**src/design/ext_port_pkg.sv**
```systemverilog
// Shared constants, types and state layout for the external memory port strobes.
// Assumes one core clock at 20 MHz and that all request inputs come from that clock.
`default_nettype none

package ext_port_pkg;

    // ------------------------------------------------------------------
    // Address and bank layout
    // ------------------------------------------------------------------
    localparam int ADDR_W = 24;
    localparam int BANK_W = 2;
    localparam int BANK_COUNT = 4;
    localparam int BANK_LSB = 22;
    localparam logic [BANK_W-1:0] BANK_BOOT = 2'h1;
    localparam logic [BANK_W-1:0] BANK_FLAG2 = 2'h2;
    localparam logic [BANK_W-1:0] BANK_FLAG3 = 2'h3;
    localparam logic [BANK_COUNT-1:0] SELECTS_IDLE = 4'hF;
    localparam logic STROBE_IDLE = 1'b1;

    // ------------------------------------------------------------------
    // Timing
    // ------------------------------------------------------------------
    localparam int CLK_PERIOD_NS = 50;
    localparam int STROBE_MIN_NS = 100;
    // Least time, so round up to whole cycles
    localparam int STROBE_CYCLES = (STROBE_MIN_NS + CLK_PERIOD_NS - 1) / CLK_PERIOD_NS;
    localparam int CNT_W = 8;
    localparam int SYNC_STAGES = 2;
    localparam int STRAP_W = 2;
    // Capture one edge after the strap synchroniser's last stage has filled
    localparam logic [STRAP_W-1:0] STRAP_SETTLE = 2'h3;

    // ------------------------------------------------------------------
    // Modes and states
    // ------------------------------------------------------------------
    typedef enum logic [1:0] {
        ST_IDLE = 2'b00,
        ST_STROBE = 2'b01,
        ST_SELECT = 2'b10
    } access_state_t;

    typedef enum logic [1:0] {
        F2_GPIO = 2'b00,
        F2_IRQ = 2'b01,
        F2_BANK = 2'b10
    } flag2_mode_t;

    typedef enum logic [1:0] {
        F3_GPIO = 2'b00,
        F3_TIMER = 2'b01,
        F3_BANK = 2'b10
    } flag3_mode_t;

    // ------------------------------------------------------------------
    // Carriers
    // ------------------------------------------------------------------
    typedef struct packed {
        logic write;
        logic cond_true;
        logic boot_fetch;
        logic [ADDR_W-1:0] addr;
    } access_req_t;

    typedef struct packed {
        logic row_n;
        logic col_n;
        logic we_n;
    } sdram_cmd_t;

    localparam sdram_cmd_t SDRAM_CMD_IDLE = 3'h7;

    typedef struct packed {
        logic o;
        logic oe;
    } pin_drive_t;

    localparam pin_drive_t PIN_RELEASED = 2'h0;

    typedef struct packed {
        access_state_t st;
        logic [CNT_W-1:0] cnt;
        logic [ADDR_W-1:0] addr;
        logic [BANK_COUNT-1:0] sel_n;
        logic rd_n;
        logic wr_n;
        logic done;
        logic ready;
        sdram_cmd_t sdram;
        pin_drive_t f2;
        pin_drive_t f3;
        logic [1:0] flag_in;
        logic irq2;
        logic boot;
        logic [STRAP_W-1:0] strap_wait;
    } port_state_t;

endpackage

`default_nettype wire

```
**src/design/level_sync.sv**
```systemverilog
// Two-stage synchroniser for one level that arrives from a pin.
// Assumes the destination logic reads only the last stage.
`default_nettype none

module level_sync
    import ext_port_pkg::*;
#(
    parameter int STAGES = SYNC_STAGES,
    parameter logic RESET_VAL = 1'b0
) (
    input wire logic core_clk,
    input wire logic rst_b,
    input wire logic d,
    output logic q
);

    // ------------------------------------------------------------------
    // Elaboration check
    // ------------------------------------------------------------------
    if (STAGES < 2) begin : g_bad_stages
        $error("level_sync needs at least two stages");
    end

    logic [STAGES-1:0] chain;
    logic [STAGES-1:0] next_chain;

    // Shift in; first stage feeds only the second
    always_comb begin
        next_chain = {chain[STAGES-2:0], d};
    end

    // Reset to the pin's idle level so nothing glitches at release
    always_ff @(posedge core_clk or negedge rst_b) begin
        if (!rst_b) begin
            chain <= {STAGES{RESET_VAL}};
        end else begin
            chain <= next_chain;
        end
    end

    assign q = chain[STAGES-1];

endmodule

`default_nettype wire

```
**src/design/external_memory_strobes.sv**
```systemverilog
// External memory port strobes: bank selects, read/write strobes, flag pin roles,
// and the SDRAM row/column command strobes.
// Assumes requests, modes and SDRAM command levels come from core logic on core_clk;
// acknowledge, flag inputs and the boot strap come from pins.
//
// Functional notes
// [RULE_01] Each bank select goes low as chip select for its own bank.
// [RULE_02] Bank selects decode from the address and switch with the address outputs.
// [RULE_03] With no external access in progress every bank select stays high.
// [RULE_04] A conditional access asserts its bank select even when the condition fails.
// [RULE_05] Read strobe goes low for every word read from external memory.
// [RULE_06] Write strobe goes low for every word written to external memory.
// [RULE_07] Bank select 1 serves as boot chip select in external port boot.
// [RULE_08] Flag pin 2 is a general flag, interrupt input 2, or bank select 2.
// [RULE_09] Flag pin 3 is a general flag, timer expired output, or bank select 3.
// [RULE_10] Row strobe drives the SDRAM RAS input as part of the command.
// [RULE_11] Column strobe moves together with the other SDRAM command outputs.
// [RULE_12] A slow device pulls acknowledge low; the access holds until it returns high. Code holds strobed accesses only; ST_SELECT ignores ack.
// [RULE_13] At most one bank select is asserted during any single access.
`default_nettype none

module external_memory_strobes
    import ext_port_pkg::*;
#(
    parameter int STROBE_LEN = STROBE_CYCLES
) (
    input wire logic core_clk,
    input wire logic rst_b,
    input wire logic req_valid,
    input wire access_req_t req,
    output logic req_ready,
    output logic done,
    input wire sdram_cmd_t sdram_cmd_in,
    input wire flag2_mode_t flag2_mode,
    input wire flag3_mode_t flag3_mode,
    input wire logic [1:0] flag_gp_out,
    input wire logic [1:0] flag_gp_oe,
    input wire logic timer_expired,
    input wire logic flag2_pin_i,
    input wire logic flag3_pin_i,
    output logic flag2_pin_o,
    output logic flag2_pin_oe,
    output logic flag3_pin_o,
    output logic flag3_pin_oe,
    output logic [1:0] flag_in_sync,
    output logic irq2_level,
    input wire logic external_port_boot,
    output logic boot_mode,
    input wire logic ack,
    output logic [ADDR_W-1:0] ext_addr,
    output logic [1:0] bank_select_n,
    output logic read_strobe_n,
    output logic write_strobe_n,
    output logic row_strobe_n,
    output logic column_strobe_n,
    output logic sdram_we_n
);

    // ------------------------------------------------------------------
    // Elaboration check
    // ------------------------------------------------------------------
    // Counter loads the larger of STROBE_LEN-1 and SYNC_STAGES, so it must fit CNT_W bits
    if (STROBE_LEN < 1 || STROBE_LEN > (2 ** CNT_W)) begin : g_bad_strobe
        $error("STROBE_LEN out of range for the strobe counter");
    end

    // A low ack taken once the select is down needs SYNC_STAGES edges to show,
    // so the strobe never ends before then, whatever STROBE_LEN asks
    localparam int HOLD_CYCLES = (STROBE_LEN - 1 > SYNC_STAGES) ? STROBE_LEN - 1 : SYNC_STAGES;
    localparam logic [CNT_W-1:0] STROBE_LOAD = CNT_W'(HOLD_CYCLES);
    localparam logic [CNT_W-1:0] CNT_ZERO = 8'h00;
    localparam logic [CNT_W-1:0] CNT_ONE = 8'h01;
    localparam logic [STRAP_W-1:0] STRAP_ONE = 2'h1;

    // ------------------------------------------------------------------
    // Pin synchronisers
    // ------------------------------------------------------------------
    logic ack_sync;
    logic flag2_sync;
    logic flag3_sync;
    logic strap_sync;

    // Acknowledge idles high (pulled up), so reset the chain high
    level_sync #(.STAGES(SYNC_STAGES), .RESET_VAL(1'b1)) u_ack_sync (
        .core_clk(core_clk),
        .rst_b(rst_b),
        .d(ack),
        .q(ack_sync)
    );

    level_sync #(.STAGES(SYNC_STAGES), .RESET_VAL(1'b0)) u_flag2_sync (
        .core_clk(core_clk),
        .rst_b(rst_b),
        .d(flag2_pin_i),
        .q(flag2_sync)
    );

    level_sync #(.STAGES(SYNC_STAGES), .RESET_VAL(1'b0)) u_flag3_sync (
        .core_clk(core_clk),
        .rst_b(rst_b),
        .d(flag3_pin_i),
        .q(flag3_sync)
    );

    level_sync #(.STAGES(SYNC_STAGES), .RESET_VAL(1'b0)) u_strap_sync (
        .core_clk(core_clk),
        .rst_b(rst_b),
        .d(external_port_boot),
        .q(strap_sync)
    );

    // ------------------------------------------------------------------
    // Bank decode
    // ------------------------------------------------------------------
    port_state_t s;
    port_state_t next_s;
    logic [BANK_W-1:0] bank;
    logic bank_enabled;
    logic [BANK_COUNT-1:0] dec_sel_n;
    logic taken;

    assign taken = req_valid && s.ready;

    // One-hot low select from the bank field; banks 2/3 need their flag pin in bank mode
    always_comb begin
        bank = req.addr[BANK_LSB +: BANK_W]; // [RULE_02]
        if (req.boot_fetch && s.boot) begin
            bank = BANK_BOOT; // [RULE_07]
        end
        unique case (bank)
            BANK_FLAG2: bank_enabled = (flag2_mode == F2_BANK); // [RULE_08]
            BANK_FLAG3: bank_enabled = (flag3_mode == F3_BANK); // [RULE_09]
            default: bank_enabled = 1'b1;
        endcase
        dec_sel_n = SELECTS_IDLE;
        if (bank_enabled) begin
            dec_sel_n[bank] = 1'b0; // [RULE_01] [RULE_13]
        end
    end

    // ------------------------------------------------------------------
    // Next state
    // ------------------------------------------------------------------
    // Access sequencer, flag pin roles, SDRAM command register and boot strap
    always_comb begin
        next_s = s;
        next_s.done = 1'b0;
        unique case (s.st)
            ST_IDLE: begin
                next_s.sel_n = SELECTS_IDLE; // [RULE_03]
                if (taken) begin
                    // Address and select load in one edge so they switch together
                    next_s.addr = req.addr; // [RULE_02]
                    next_s.sel_n = dec_sel_n; // [RULE_01] [RULE_04]
                    next_s.ready = 1'b0;
                    next_s.cnt = STROBE_LOAD;
                    if (req.cond_true) begin
                        next_s.st = ST_STROBE;
                        next_s.rd_n = req.write; // [RULE_05]
                        next_s.wr_n = !req.write; // [RULE_06]
                    end else begin
                        // Failed condition: select still shows, no strobe
                        next_s.st = ST_SELECT; // [RULE_04]
                    end
                end
            end
            ST_STROBE: begin
                if (s.cnt != CNT_ZERO) begin
                    next_s.cnt = s.cnt - CNT_ONE;
                end else if (ack_sync) begin
                    // Wait states only start once the least strobe time is met
                    next_s.st = ST_IDLE; // [RULE_12]
                    next_s.sel_n = SELECTS_IDLE; // [RULE_03]
                    next_s.rd_n = STROBE_IDLE;
                    next_s.wr_n = STROBE_IDLE;
                    next_s.done = 1'b1;
                    next_s.ready = 1'b1;
                end
            end
            ST_SELECT: begin
                next_s.st = ST_IDLE;
                next_s.sel_n = SELECTS_IDLE; // [RULE_03]
                next_s.done = 1'b1;
                next_s.ready = 1'b1;
            end
            default: begin
                // Illegal code: return to a quiet bus
                next_s.st = ST_IDLE;
                next_s.sel_n = SELECTS_IDLE;
                next_s.rd_n = STROBE_IDLE;
                next_s.wr_n = STROBE_IDLE;
                next_s.ready = 1'b1;
            end
        endcase

        // SDRAM command lines register as one word so they never skew
        next_s.sdram = sdram_cmd_in; // [RULE_10] [RULE_11]

        // Flag pin 2 role
        unique case (flag2_mode)
            F2_IRQ: next_s.f2 = PIN_RELEASED; // [RULE_08]
            F2_BANK: next_s.f2 = '{o: next_s.sel_n[2], oe: 1'b1}; // [RULE_08]
            default: next_s.f2 = '{o: flag_gp_out[0], oe: flag_gp_oe[0]};
        endcase

        // Flag pin 3 role
        unique case (flag3_mode)
            F3_TIMER: next_s.f3 = '{o: timer_expired, oe: 1'b1}; // [RULE_09]
            F3_BANK: next_s.f3 = '{o: next_s.sel_n[3], oe: 1'b1}; // [RULE_09]
            default: next_s.f3 = '{o: flag_gp_out[1], oe: flag_gp_oe[1]};
        endcase

        next_s.flag_in = {flag3_sync, flag2_sync};
        next_s.irq2 = (flag2_mode == F2_IRQ) && flag2_sync; // [RULE_08]

        // Strap is sampled once, after the synchroniser has filled
        if (s.strap_wait != STRAP_SETTLE) begin
            next_s.strap_wait = s.strap_wait + STRAP_ONE;
            if (s.strap_wait + STRAP_ONE == STRAP_SETTLE) begin
                next_s.boot = strap_sync; // [RULE_07]
            end
        end
    end

    // ------------------------------------------------------------------
    // State register
    // ------------------------------------------------------------------
    // Reset leaves every strobe high and both flag pins as inputs
    always_ff @(posedge core_clk or negedge rst_b) begin
        if (!rst_b) begin
            s.st <= ST_IDLE;
            s.cnt <= CNT_ZERO;
            s.addr <= '0;
            s.sel_n <= SELECTS_IDLE;
            s.rd_n <= STROBE_IDLE;
            s.wr_n <= STROBE_IDLE;
            s.done <= 1'b0;
            s.ready <= 1'b1;
            s.sdram <= SDRAM_CMD_IDLE;
            s.f2 <= PIN_RELEASED;
            s.f3 <= PIN_RELEASED;
            s.flag_in <= 2'h0;
            s.irq2 <= 1'b0;
            s.boot <= 1'b0;
            s.strap_wait <= 2'h0;
        end else begin
            s <= next_s;
        end
    end

    // ------------------------------------------------------------------
    // Outputs
    // ------------------------------------------------------------------
    assign req_ready = s.ready;
    assign done = s.done;
    assign ext_addr = s.addr;
    assign bank_select_n = s.sel_n[1:0];
    assign read_strobe_n = s.rd_n;
    assign write_strobe_n = s.wr_n;
    assign row_strobe_n = s.sdram.row_n;
    assign column_strobe_n = s.sdram.col_n;
    assign sdram_we_n = s.sdram.we_n;
    assign flag2_pin_o = s.f2.o;
    assign flag2_pin_oe = s.f2.oe;
    assign flag3_pin_o = s.f3.o;
    assign flag3_pin_oe = s.f3.oe;
    assign flag_in_sync = s.flag_in;
    assign irq2_level = s.irq2;
    assign boot_mode = s.boot;

    logic plain_bank0;
    assign plain_bank0 = (req.addr[BANK_LSB +: BANK_W] == 2'h0) && !req.boot_fetch;
endmodule

`default_nettype wire

```
**config.mk**
```make
export PLATFORM = sky130hd
export DESIGN_NAME = external_memory_strobes
export DESIGN_NICKNAME = d
export VERILOG_FILES = /design/src/design/ext_port_pkg.sv /design/src/design/level_sync.sv /design/src/design/external_memory_strobes.sv
export SDC_FILE = /design/constraint.sdc
export NUM_CORES = 1
export LEC_CHECK = 0
export CAP_MARGIN = 5
export CORE_AREA = 5 5 70 136
export CTS_BUF_LIST = sky130_fd_sc_hd__clkbuf_16
export DETAILED_ROUTE_END_ITERATION = 8
export DIE_AREA = 0 0 75 141
export DONT_BUFFER_PORTS = 1
export MAX_ROUTING_LAYER = met4
export PLACE_DENSITY_LB_ADDON = 0.15
export SYNTH_ARGS = -nofsm -noshare
export SYNTH_HDL_FRONTEND = slang
export SYNTH_HIERARCHICAL = 1
export SYNTH_SLANG_ARGS = --single-unit
```
**constraint.sdc**
```tcl
create_clock -name core_clk -period 4.9 [get_ports core_clk]
set_input_delay 0.245 -clock core_clk [delete_from_list [all_inputs] [get_ports core_clk]]
set_output_delay 0.245 -clock core_clk [all_outputs]
set_load 0.01 [all_outputs]
```
After elaboration in Yosys (flattened, before gate mapping)
Cells that the tools add are included.

storage, ports and cells
  flip-flop bits (word level) = 63
  input port bits = 46
  output and inout port bits = 41
  word-level logic and storage cells = 81

cells by class
  $add $sub $neg = 2
  $lt $le $gt $ge = 2
  eq/ne operators = 15
  multiplexer cells = 22
  bitwise gates (word level) = 2
  reduce and logical (&&, ||, !) cells = 14

operators by type and width
  operator               number
  $mux W40               1
  $mux W8                3
  $pmux W8 S2            1
  $eq A2 B2 Y1 const B   6
  $pmux W2 S2            3
  $mux W2                5
  $ne A2 B2 Y1 const B   5
  $pmux W4 S2            1
  $reduce_bool A8 Y1     1
  $sub A8 B1 Y8 const B  1
  $eq A2 B1 Y1 const B   3
  $pmux W1 S2            3
  $pmux W2 S3            1
  $reduce_and A2 Y1      3
  $reduce_and A3 Y1      2
  $reduce_and A5 Y1      1
  $logic_and A1 B1 Y1    4
  $mux W4                1
  $not A4 Y4             1
  $lt A2 B3 Y1 const B   1
  $add A2 B1 Y2 const B  1
  $demux W1 S2           1
  $ge A2 B1 Y1 const B   1
  $logic_not A2 Y1       1
  5 further kinds        6

Logic depth before layout (Yosys ltp)
Gate-level depths: netlist (run 1).

  depth after elaboration = 11
  depth in mapped cells = 8

Modules after synthesis
The synthesis (run 1) kept the hierarchy.

by module, submodules not included
  module                          instances  cells each  area each (µm²)
  external_memory_strobes         1          275         2657.5
  level_sync at u_flag2_sync ...  3          2           50.0
  level_sync at u_ack_sync        1          2           52.6

Least setup slack after synthesis (run 1)
Ideal clock, no wire load.

  kind = reg2reg
  start point = reg s[54] (netlist name)
  end point = reg s[52] (netlist name)
  setup time = 79 ps
  arrival time = 1704 ps
  setup slack = 3116 ps
  stages on the path, launching flop included = 8
  clock period less this slack = 1784 ps
  cell sequence = dfrtp_1 > inv_1 > ha_1 > buf_2 > or4bb_1 > o22a_1 > nand3_1 > mux2i_1

on the way
  longest elaborated chain between the ends = 3

ends and longest elaborated chain
  element                                                              RTL line                        RTL
  from (decl)                                                          external_memory_strobes.sv:115  port_state_t s;
  from (signal assigned)                                               external_memory_strobes.sv:247  s <= next_s;
  $eq A2 B1 Y1 / $logic_not A2 Y1 (equally long branches)              external_memory_strobes.sv:148  unique case (s.st)
  $ne A2 B2 Y1 (no line) / $reduce_bool A2 Y1 (equally long branches)  -
  $reduce_and A3 Y1 (no line)                                          -

Parallel ways exist; a longest one is shown, timed or not.
A chain may end at the register's enable or synchronous reset.

Final worst setup path (run 1)
  start point = reg s[53] (netlist name)
  end point = reg s[48] (netlist name)

The elaborated chain is that of the path after synthesis.

==> impl_metrics.py, run 1 <==
metrics = {
    "timing": {
        "whs_ns": 0.0119,
        "fin_crit_sh_pct": 57.6,
        "hold_violations": 0,
        "drv_slew": 0,
        "maxSlewHeadroom_pct": 26.7,
        "max_freq_ghz": 0.355,
        "grt_setup_unrepaired": "no",
        "skew_ns": 0.00598,
        "finalSetupTns_ns": 0,
        "fin_ws_ns": 2.08,
        "worst_pin_slew_ns": 1.10,
        "setup_violations": 0,
        "period_minus_slack_ns": 2.82,
    },
    "synth": {
        "ys.flop_type": "dfrtp_1",
        "ys_types": 48,
        "synth_area_um2": 2860,
        "avgSynthCellArea_um2": 10.1,
        "synth.area.top_cells": "dfrtp_1 (45%), dfstp_2 (11%), nand2_1 (10%), buf_4 (7.6%), ha_1 (4.8%)",
        "synth_seq_cells": 63,
        "yosysWarnings": 6,
        "synthCells": 283,
        "synth_edf_count": 0,
        "synthArstFlopShare_pct": 100,
        "synth_largest_area_cell": "dfrtp_1",
        "seq_area_frac_synth_pct": 55.6,
        "synth_top_area_share_pct": 44.6,
        "synth_fp_nets": 340,
    },
    "global_route": {
        "grt_max_degree": 64,
        "grt_util_all_layers_pct": 12.8,
        "antenna_found_initial": 0,
        "grt_overflow": 0,
        "grt_pass1_wl_um": 9850,
        "grt_pass1_vias": 1979,
    },
    "place": {
        "post_dp_cell_area_um2": 2730,
        "place_congestion": 0.758,
        "pre_cts_ws_ns": 2.10,
        "io_buffers": 0,
        "dp_hpwl_um": 4380,
    },
    "clocking": {
        "cts_tree": "built",
        "clock-sinks": 63,
        "h-tree-depth": 3,
        "cts_resized": 0,
        "max-clock-path-buffers": 2,
        "cts.clk_slew.worst_paths_ns": 0.05,
        "root_buffer": "clkbuf_16",
        "numCtsBuffers": 9,
        "cts_hold_buf": 10,
        "cts_setup_buffers": 0,
        "clkLatencyLatePin_ns": 0.32,
    },
    "setup_path": {
        "slowest_delay_ns": 0.96,
        "cp_cell_sequence": "inv_1 > ha_1 > and3_1 > o22ai_1 > or4_1 > a21oi_1",
        "cp.buffers_inverters": 1,
        "arrival_ns": 3.07,
        "critical_path_class": "flip-flop to flip-flop",
        "crit_family": "simple AND/OR/NAND/NOR gates",
        "worst-path-max-fanout": 27,
        "rr_worst_depth": 6,
        "critPathCaptureType": "flip-flop",
        "required_ns": 5.15,
        "crit_slowest_cell": "and3_1",
        "start_kind": "flip-flop",
        "worst-path-stages": 6,
    },
    "layout": {
        "final_util_pct": 37.0,
        "syn_to_final_growth_pct": 9.41,
        "final_nets": 324,
        "final_area_um2": 3130,
        "insertedDiodeCount": 0,
        "layout-drive-gt1-share_pct": 11.4,
    },
    "floorplan": {
        "dieArea_um2": 10600,
        "fp.coreArea_um2": 8470,
        "fp.dieH_um": 141,
        "std_cell_rows": 48,
        "die_w_um": 75,
        "initial_core_util_pct": 33.8,
        "ioPinCount": 87,
    },
    "route": {
        "wl_per_cell_um": 16.7,
        "drt_iter0_markers": 96,
        "vias_per_cell": 5.01,
        "routed_wl_um": 6210,
        "route.detailed.drc": 0,
        "vias": 1862,
        "postRouteAntennaNets": 0,
        "drtPass1Iterations": 4,
    },
    "job": {
        "cap_violations": 0,
    },
    "worst_hold_path": {
        "hp-class": "input pin to flip-flop",
        "worstHoldPathCells": 2,
    },
    "power": {
        "power.density_nw_per_um2": 647,
        "p_leak_nw": 1.51,
        "ir_drop_mv": 0.255,
    },
    "run_status": {
        "status": "complete, no violations",
    },
}
## routing by layer
layer	up-vias	track usage, %	part of all wire, %
met5	-	-	0
met4	0	5.63	1.1
met3	9	4.21	8.6
met2	82	18.6	49
met1	903	16.0	42
li1	868	-	-
## worst paths after layout
path	end	startpoint	slack, ns
worst min-delay path	read_strobe_n	req[26]	0.01
worst min register to register	u_flag2_sync/chain[1]	u_flag2_sync/chain[0]	0.35
worst max register to register	s[48]	s[53]	2.08
min in group asynchronous	ext_addr[13]	rst_b	0.49
worst max-delay path	s[48]	s[53]	2.08
max in group asynchronous	bank_select_n[0]	rst_b	4.12
## through the flow
step / total power [W] / cells
floorplan: 0.00140 / 283
global placement: 0.00139 / 346
detailed placement: 0.00142 / 346
CTS: 0.00205 / 372
global route: 0.00217 / 372
finish: 0.00202 / 372
## cells in the mapped netlist (all sizes together) (2+ instances only)
| cell type | count |
|---|---|
| a21o | 2 |
| a21oi | 10 |
| a22o | 2 |
| a31oi | 2 |
| and3 | 2 |
| buf | 31 |
| clkbuf | 6 |
| dfrtp | 51 |
| dfstp | 12 |
| ha | 11 |
| inv | 14 |
| mux2i | 2 |
| nand2 | 80 |
| nand2b | 2 |
| nand3 | 5 |
| nor2 | 7 |
| nor2b | 5 |
| nor3 | 2 |
| o21ai | 7 |
| o31ai | 2 |
| or2 | 2 |
| or3 | 2 |
| or4 | 3 |
## placed cells by master (no fill, tap or decap), types with 2 or more instances in the layout
master and instances:
nand2_1 80, a22o_1 2, inv_1 16, nand2b_1 2, clkbuf_16 9, mux2i_1 2
clkinv_1 2, nand3_1 5, nor2b_1 5, and3_1 2, or3_1 2, o21ai_1 2
nor3_1 2, or4_1 2, a21o_1 2, nor2_1 7, dfstp_2 12, ha_1 11
a21oi_1 10, a31oi_1 2, o21ai_0 5, dfrtp_1 51, o31ai_1 2, or2_2 2
dlygate4sd3_1 9
## where the power goes
group,total (W),internal [W],leakage [nW],switching (W)
clock network,0.000604,0.000385,0.143,0.000219
logic,0.000538,0.000205,0.616,0.000333
registers,0.000883,0.000699,0.752,0.000184
## area by class of cell
type                       count  area (um^2)
clock buffer                   9          225
clock inverter                 7         57.6
fill                         842         5340
inverter                      14         52.6
multi-input combinational    169          960
sequential                    63         1590
tap                          100          125
timing repair buffer          10          118
## registers in the layout, summed over array words and instances, names as in the netlist, 2 cells and up
register	flops
u_flag3_sync/chain	2
u_ack_sync/chain	2
u_flag2_sync/chain	2
s	14
u_strap_sync/chain	2
ext_addr	24
flag_in_sync	2
bank_select_n	2
## cell families after synthesis
| family | Yosys count | synth area share (%) |
|---|---|---|
| AO/OA/AOI/OAI | 36 | 8.57 |
| XOR/XNOR | 2 | 0.613 |
| adder cells (fa/ha/maj) | 11 | 4.81 |
| buffers and inverters | 51 | 10.8 |
| flip-flops | 63 | 55.6 |
| multiplexers | 3 | 1.09 |
| AND/OR/NAND/NOR | 117 | 18.5 |
Note: power is estimated with default switching activity, not from simulation.
==> inputs of run 2 (changes only) <==
ABC_AREA = 1   (was default)
CORE_AREA = 5 5 71 137   (was 5 5 70 136)
DIE_AREA = 0 0 76 142   (was 0 0 75 141)
clock period = 2.4 ns   (was 4.9 ns; I/O delays follow)
==> impl_metrics.py, run 2 <==
metrics = {
    "run_status": {
        "status": "complete, no violations",
    },
    "place": {
        "dp_cells": 367,
        "place_congestion": 0.751,
        "dp_hpwl_um": 4540,
        "post_dp_cell_area_um2": 2790,
        "io_buffers": 0,
    },
    "setup_path": {
        "crit_family": "buffers and inverters",
        "critPathCaptureType": "flip-flop",
        "required_ns": 2.66,
        "critical_path_class": "flip-flop to flip-flop",
        "cp.buffers_inverters": 2,
        "slowest_delay_ns": 0.55,
        "cp_cell_sequence": "inv_1 > ha_1 > nand2_1 > nor2_4 > nand3_2 > nand4_1 > nand2_1 > a21oi_2 > dlygate4sd3_1",
        "worst-path-max-fanout": 6,
        "arrival_ns": 2.24,
        "r2r_start": "s[45]",
        "crit_slowest_cell": "dlygate4sd3_1",
        "startpoint": "s[45]",
        "start_kind": "flip-flop",
        "cpMostUsedCell": "nand2_1",
    },
    "clocking": {
        "clkLatencyLatePin_ns": 0.32,
        "cts_tree": "built",
        "numCtsBuffers": 9,
        "cts.clk_slew.worst_paths_ns": 0.05,
        "root_buffer": "clkbuf_16",
        "h-tree-depth": 3,
        "cts_setup_buffers": 0,
        "max-clock-path-buffers": 2,
        "clock-sinks": 63,
    },
    "synth": {
        "ys.flop_type": "dfrtp_1",
        "synth.area.top_cells": "dfrtp_1 (44%), nand2_1 (13%), dfstp_2 (11%), buf_4 (7.3%), ha_1 (4.7%)",
        "synth_largest_area_cell": "dfrtp_1",
        "synth_edf_count": 0,
        "synth_top_area_share_pct": 44.0,
        "synth_fp_nets": 356,
        "synth_area_um2": 2900,
        "synth_seq_cells": 63,
        "synthCells": 299,
        "synth.most_common_cell": "nand2_1",
        "ys_types": 33,
        "yosysWarnings": 6,
        "avgSynthCellArea_um2": 9.70,
        "seq_area_frac_synth_pct": 54.9,
        "synth_common_cells": "nand2_1 (98), dfrtp_1 (51), buf_4 (28)",
        "synthArstFlopShare_pct": 100,
    },
    "layout": {
        "layout_common_cells": "nand2_1 (98), dfrtp_1 (51), dlygate4sd3_1 (37)",
        "final_nets": 373,
        "syn_to_final_growth_pct": 21.8,
        "instances_no_fill": 421,
        "layout-drive-gt1-share_pct": 15.3,
        "final_area_um2": 3530,
        "largest_reg_flops": 24,
        "final_common_cell": "nand2_1",
        "fillers": 821,
        "insertedDiodeCount": 0,
    },
    "job": {
        "cap_violations": 0,
    },
    "power": {
        "power.density_nw_per_um2": 1290,
        "pwr-share-comb_pct": 28.6,
        "p_sw_share_pct": 36.1,
        "ir_drop_mv": 0.526,
        "netSwitchingPower_w": 0.00165,
        "power_frac_clock_pct": 32.5,
        "p_leak_nw": 1.71,
        "p_seq_share_pct": 39.0,
        "p_int_w": 0.00292,
    },
    "timing": {
        "whs_ns": 0.0106,
        "grt_setup_unrepaired": "no",
        "max_freq_ghz": 0.506,
        "setup_violations": 0,
        "worst_pin_slew_ns": 0.482,
        "fin_crit_sh_pct": 82.3,
        "period_minus_slack_ns": 1.97,
        "drv_slew": 0,
        "skew_ns": 0.00470,
        "hold_violations": 0,
        "finalSetupTns_ns": 0,
        "maxSlewHeadroom_pct": 67.8,
    },
    "global_route": {
        "grt_util_all_layers_pct": 13.0,
        "grt_pass1_wl_um": 10500,
        "antenna_found_initial": 0,
        "grt_max_degree": 64,
        "grt_overflow": 0,
        "grt_pass1_vias": 2089,
    },
    "route": {
        "postRouteAntennaNets": 0,
        "route.detailed.drc": 0,
        "drtPass1Iterations": 4,
        "drt_iter0_markers": 59,
        "wl_per_cell_um": 15.4,
        "vias": 1924,
        "routed_wl_um": 6500,
        "vias_per_cell": 4.57,
    },
    "floorplan": {
        "dieArea_um2": 10800,
        "die_w_um": 76,
        "std_cell_rows": 48,
        "ioPinCount": 87,
        "initial_core_util_pct": 33.8,
        "fp.coreArea_um2": 8590,
        "fp.dieH_um": 142,
    },
    "worst_hold_path": {
        "worstHoldStart": "req[22]",
        "hp-class": "input pin to flip-flop",
    },
}
-- run 2: power by group through the flow --
stage / combinational (W) / sequential (W) / clock (W)
after floorplan: 0.00143 / 0.00160 / 0
after global placement: 0.00123 / 0.00181 / 0
after detailed placement: 0.00124 / 0.00181 / 0
after CTS: 0.00133 / 0.00179 / 0.00154
after global routing: 0.00151 / 0.00183 / 0.00159
final: 0.00130 / 0.00178 / 0.00148
-- run 2: final timing paths --
check	cells after the start	end	slack, ns
hold / removal	2	ext_addr[22]	0.01
max in group asynchronous	2	u_ack_sync/chain[0]	1.71
setup / recovery	9	flag3_pin_o	0.43
min in group asynchronous	2	ext_addr[8]	0.36
hold reg to reg	0	flag_in_sync[1]	0.35
setup reg to reg	9	flag3_pin_o	0.43
-- run 2: cell families (layout without fill, tap and decap cells) --
kind of cell	count (synthesis)	in the layout	share of synthesized area [%]
AOI/OAI and AO/OA	29	29	6.30
DFF	63	63	54.9
muxes	1	1	0.388
adders and majority gates	11	11	4.75
buffers and inverters	58	80	11.8
xor gates and xnor gates	5	5	1.51
and+or+nand+nor	132	132	20.3
-- run 2: layer usage --
layer	up-vias	track usage, %	wire (um)
li1	947	-	-
met1	904	12.1	2230
met2	64	23.0	3690
met3	9	5.26	449
met4	0	5.35	138
met5	-	-	0
-- run 2: timing repair --
item / CTS / global route
gates resized for setup: 0 / 0
hold buffers: 38 / 0
endpoints found under the hold margin: 99 / 0
-- run 2: cell type report --
| cell class | instances | area, um^2 | share of cell area (%) |
|---|---|---|---|
| clock buffers | 9 | 225 | 6.38 |
| clock inverters | 7 | 120 | 3.40 |
| inverters | 24 | 90.1 | 2.55 |
| multi-input cells | 178 | 965 | 27.3 |
| flip-flops and latches | 63 | 1590 | 45.1 |
| well taps | 100 | 125 | 3.54 |
| repair buffers | 40 | 413 | 11.7 |
-- run 2: metrics by stage --
step	setup slack, ns	total power, W	util [%]
2_1_floorplan	1.01	0.00303	-
3_3_place_gp	0.677	0.00304	32.4
3_5_place_dp	0.643	0.00305	32.4
4_1_cts	0.391	0.00466	41.1
5_1_grt	0.231	0.00492	41.1
6_report	0.426	0.00457	41.1
==> inputs of run 3 (changes only) <==
clock period = 2 ns   (was 2.4 ns; I/O delays follow)
==> impl_metrics.py, run 3 (synthesized netlist as in run 2, its figures left out) <==
metrics = {
    "timing": {
        "period_minus_slack_ns": 1.70,
        "worst_pin_slew_ns": 0.331,
        "finalSetupTns_ns": 0,
        "max_freq_ghz": 0.588,
        "fin_crit_sh_pct": 85.1,
        "skew_ns": 0.00545,
        "grt_setup_unrepaired": "no",
        "fin_ws_ns": 0.298,
        "setup_violations": 0,
        "maxSlewHeadroom_pct": 77.9,
        "hold_violations": 0,
        "drv_slew": 0,
    },
    "floorplan": {
        "std_cell_rows": 48,
        "fp.coreArea_um2": 8590,
        "initial_core_util_pct": 33.8,
        "die_w_um": 76,
        "ioPinCount": 87,
        "dieArea_um2": 10800,
        "fp.dieH_um": 142,
    },
    "route": {
        "route.detailed.drc": 0,
        "routed_wl_um": 6410,
        "postRouteAntennaNets": 0,
        "wl_per_cell_um": 15.2,
        "vias": 1919,
        "vias_per_cell": 4.54,
        "drtPass1Iterations": 4,
        "drt_iter0_markers": 76,
    },
    "layout": {
        "final_common_cell": "nand2_1",
        "layout_common_cells": "nand2_1 (98), dfrtp_1 (51), dlygate4sd3_1 (38)",
        "insertedDiodeCount": 0,
        "layout-drive-gt1-share_pct": 15.2,
        "largest_reg_flops": 24,
        "syn_to_final_growth_pct": 20.5,
        "final_nets": 375,
    },
    "setup_path": {
        "critical_path_class": "flip-flop to flip-flop",
        "required_ns": 2.25,
        "r2r_start": "req_ready",
        "start_kind": "flip-flop",
        "startpoint": "req_ready",
        "critPathCaptureType": "flip-flop",
        "worst-path-max-fanout": 12,
        "arrival_ns": 1.95,
    },
    "worst_hold_path": {
        "worstHoldStart": "flag2_mode[0]",
        "hp-class": "input pin to flip-flop",
    },
    "global_route": {
        "grt_pass1_vias": 2022,
        "grt_overflow": 0,
        "grt_util_all_layers_pct": 12.9,
        "antenna_found_initial": 0,
        "grt_pass1_wl_um": 10500,
        "grt_max_degree": 64,
    },
    "clocking": {
        "max-clock-path-buffers": 2,
        "numCtsBuffers": 9,
        "root_buffer": "clkbuf_16",
        "cts_tree": "built",
        "h-tree-depth": 3,
        "clock-sinks": 63,
        "cts_setup_buffers": 0,
        "cts.clk_slew.worst_paths_ns": 0.05,
        "clkLatencyLatePin_ns": 0.32,
    },
    "place": {
        "pre_cts_ws_ns": 0.320,
        "place_congestion": 0.716,
        "io_buffers": 0,
        "dp_hpwl_um": 4530,
    },
    "run_status": {
        "status": "complete, no violations",
    },
    "job": {
        "cap_violations": 0,
    },
    "power": {
        "p_leak_nw": 1.69,
        "ir_drop_mv": 0.487,
        "power.density_nw_per_um2": 1490,
    },
}
[run 3: cell count changes in the layout (fill, tap and decap cells not counted)]
cell,previous run,this run
dlygate4sd3_1,37,38
inv_1,23,24
buf_4,2,3
bufinv_16,3,1
inv_6,1,0
clkinv_2,1,3
[run 3: area by class of cell]
class                           instances  area [um^2]
Sequential cell                        63         1590
Multi-Input combinational cell        178          965
Inverter                               24         90.1
Tap cell                              100          125
Clock inverter                          7         65.1
Fill cell                             878         5100
Clock buffer                            9          225
Timing Repair Buffer                   42          430
[run 3: layer usage]
layer  part of all wire (%)  track usage [%]
met3                    7.6             5.13
met2                     54             21.7
met4                    2.0             6.19
met1                     37             12.8
met5                      0                -
[run 3: worst max-delay path, cell delays in order, from the launching register on]
cell and delay (ns):
dfstp_2 0.57, nand2_1 0.17, nand2_1 0.23, nand3_2 0.24, inv_1 0.20, nand3b_1 0.10
a21oi_1 0.12
[run 3: worst paths after layout]
kind	depth (start not counted)	slack (ns)	endpoint
max in group asynchronous	2	1.36	row_strobe_n
worst min register to register	0	0.35	flag_in_sync[1]
worst max-delay path	6	0.30	s[47]
min in group asynchronous	2	0.30	s[46]
worst min-delay path	3	0.02	irq2_level
worst max register to register	6	0.30	s[47]
[run 3: power breakdown]
| part | switching, W | total, W | internal, W |
|---|---|---|---|
| registers | 0.000424 | 0.00214 | 0.00171 |
| logic | 0.000991 | 0.00157 | 0.000577 |
| clock network | 0.000552 | 0.00151 | 0.000954 |
[run 3: metrics by stage]
stage / total power, W / hold WS, ns / utilization (%) / cell area [um^2] / instances
2_1_floorplan: 0.00364 / -0.196 / - / 2900 / 299
3_3_place_gp: 0.00364 / -0.194 / 32.5 / 2790 / 368
3_5_place_dp: 0.00367 / -0.194 / 32.5 / 2790 / 368
4_1_cts: 0.00532 / 0.000882 / 40.7 / 3490 / 423
5_1_grt: 0.00564 / 0.0254 / 40.7 / 3490 / 423
6_report: 0.00521 / 0.0153 / 40.7 / 3490 / 423
[run 3: timing repair]
action                                 CTS  global route
hold buffers                            39             0
endpoints found under the hold margin  100             0
setup endpoints to repair                0             0
resized for setup                        0             0
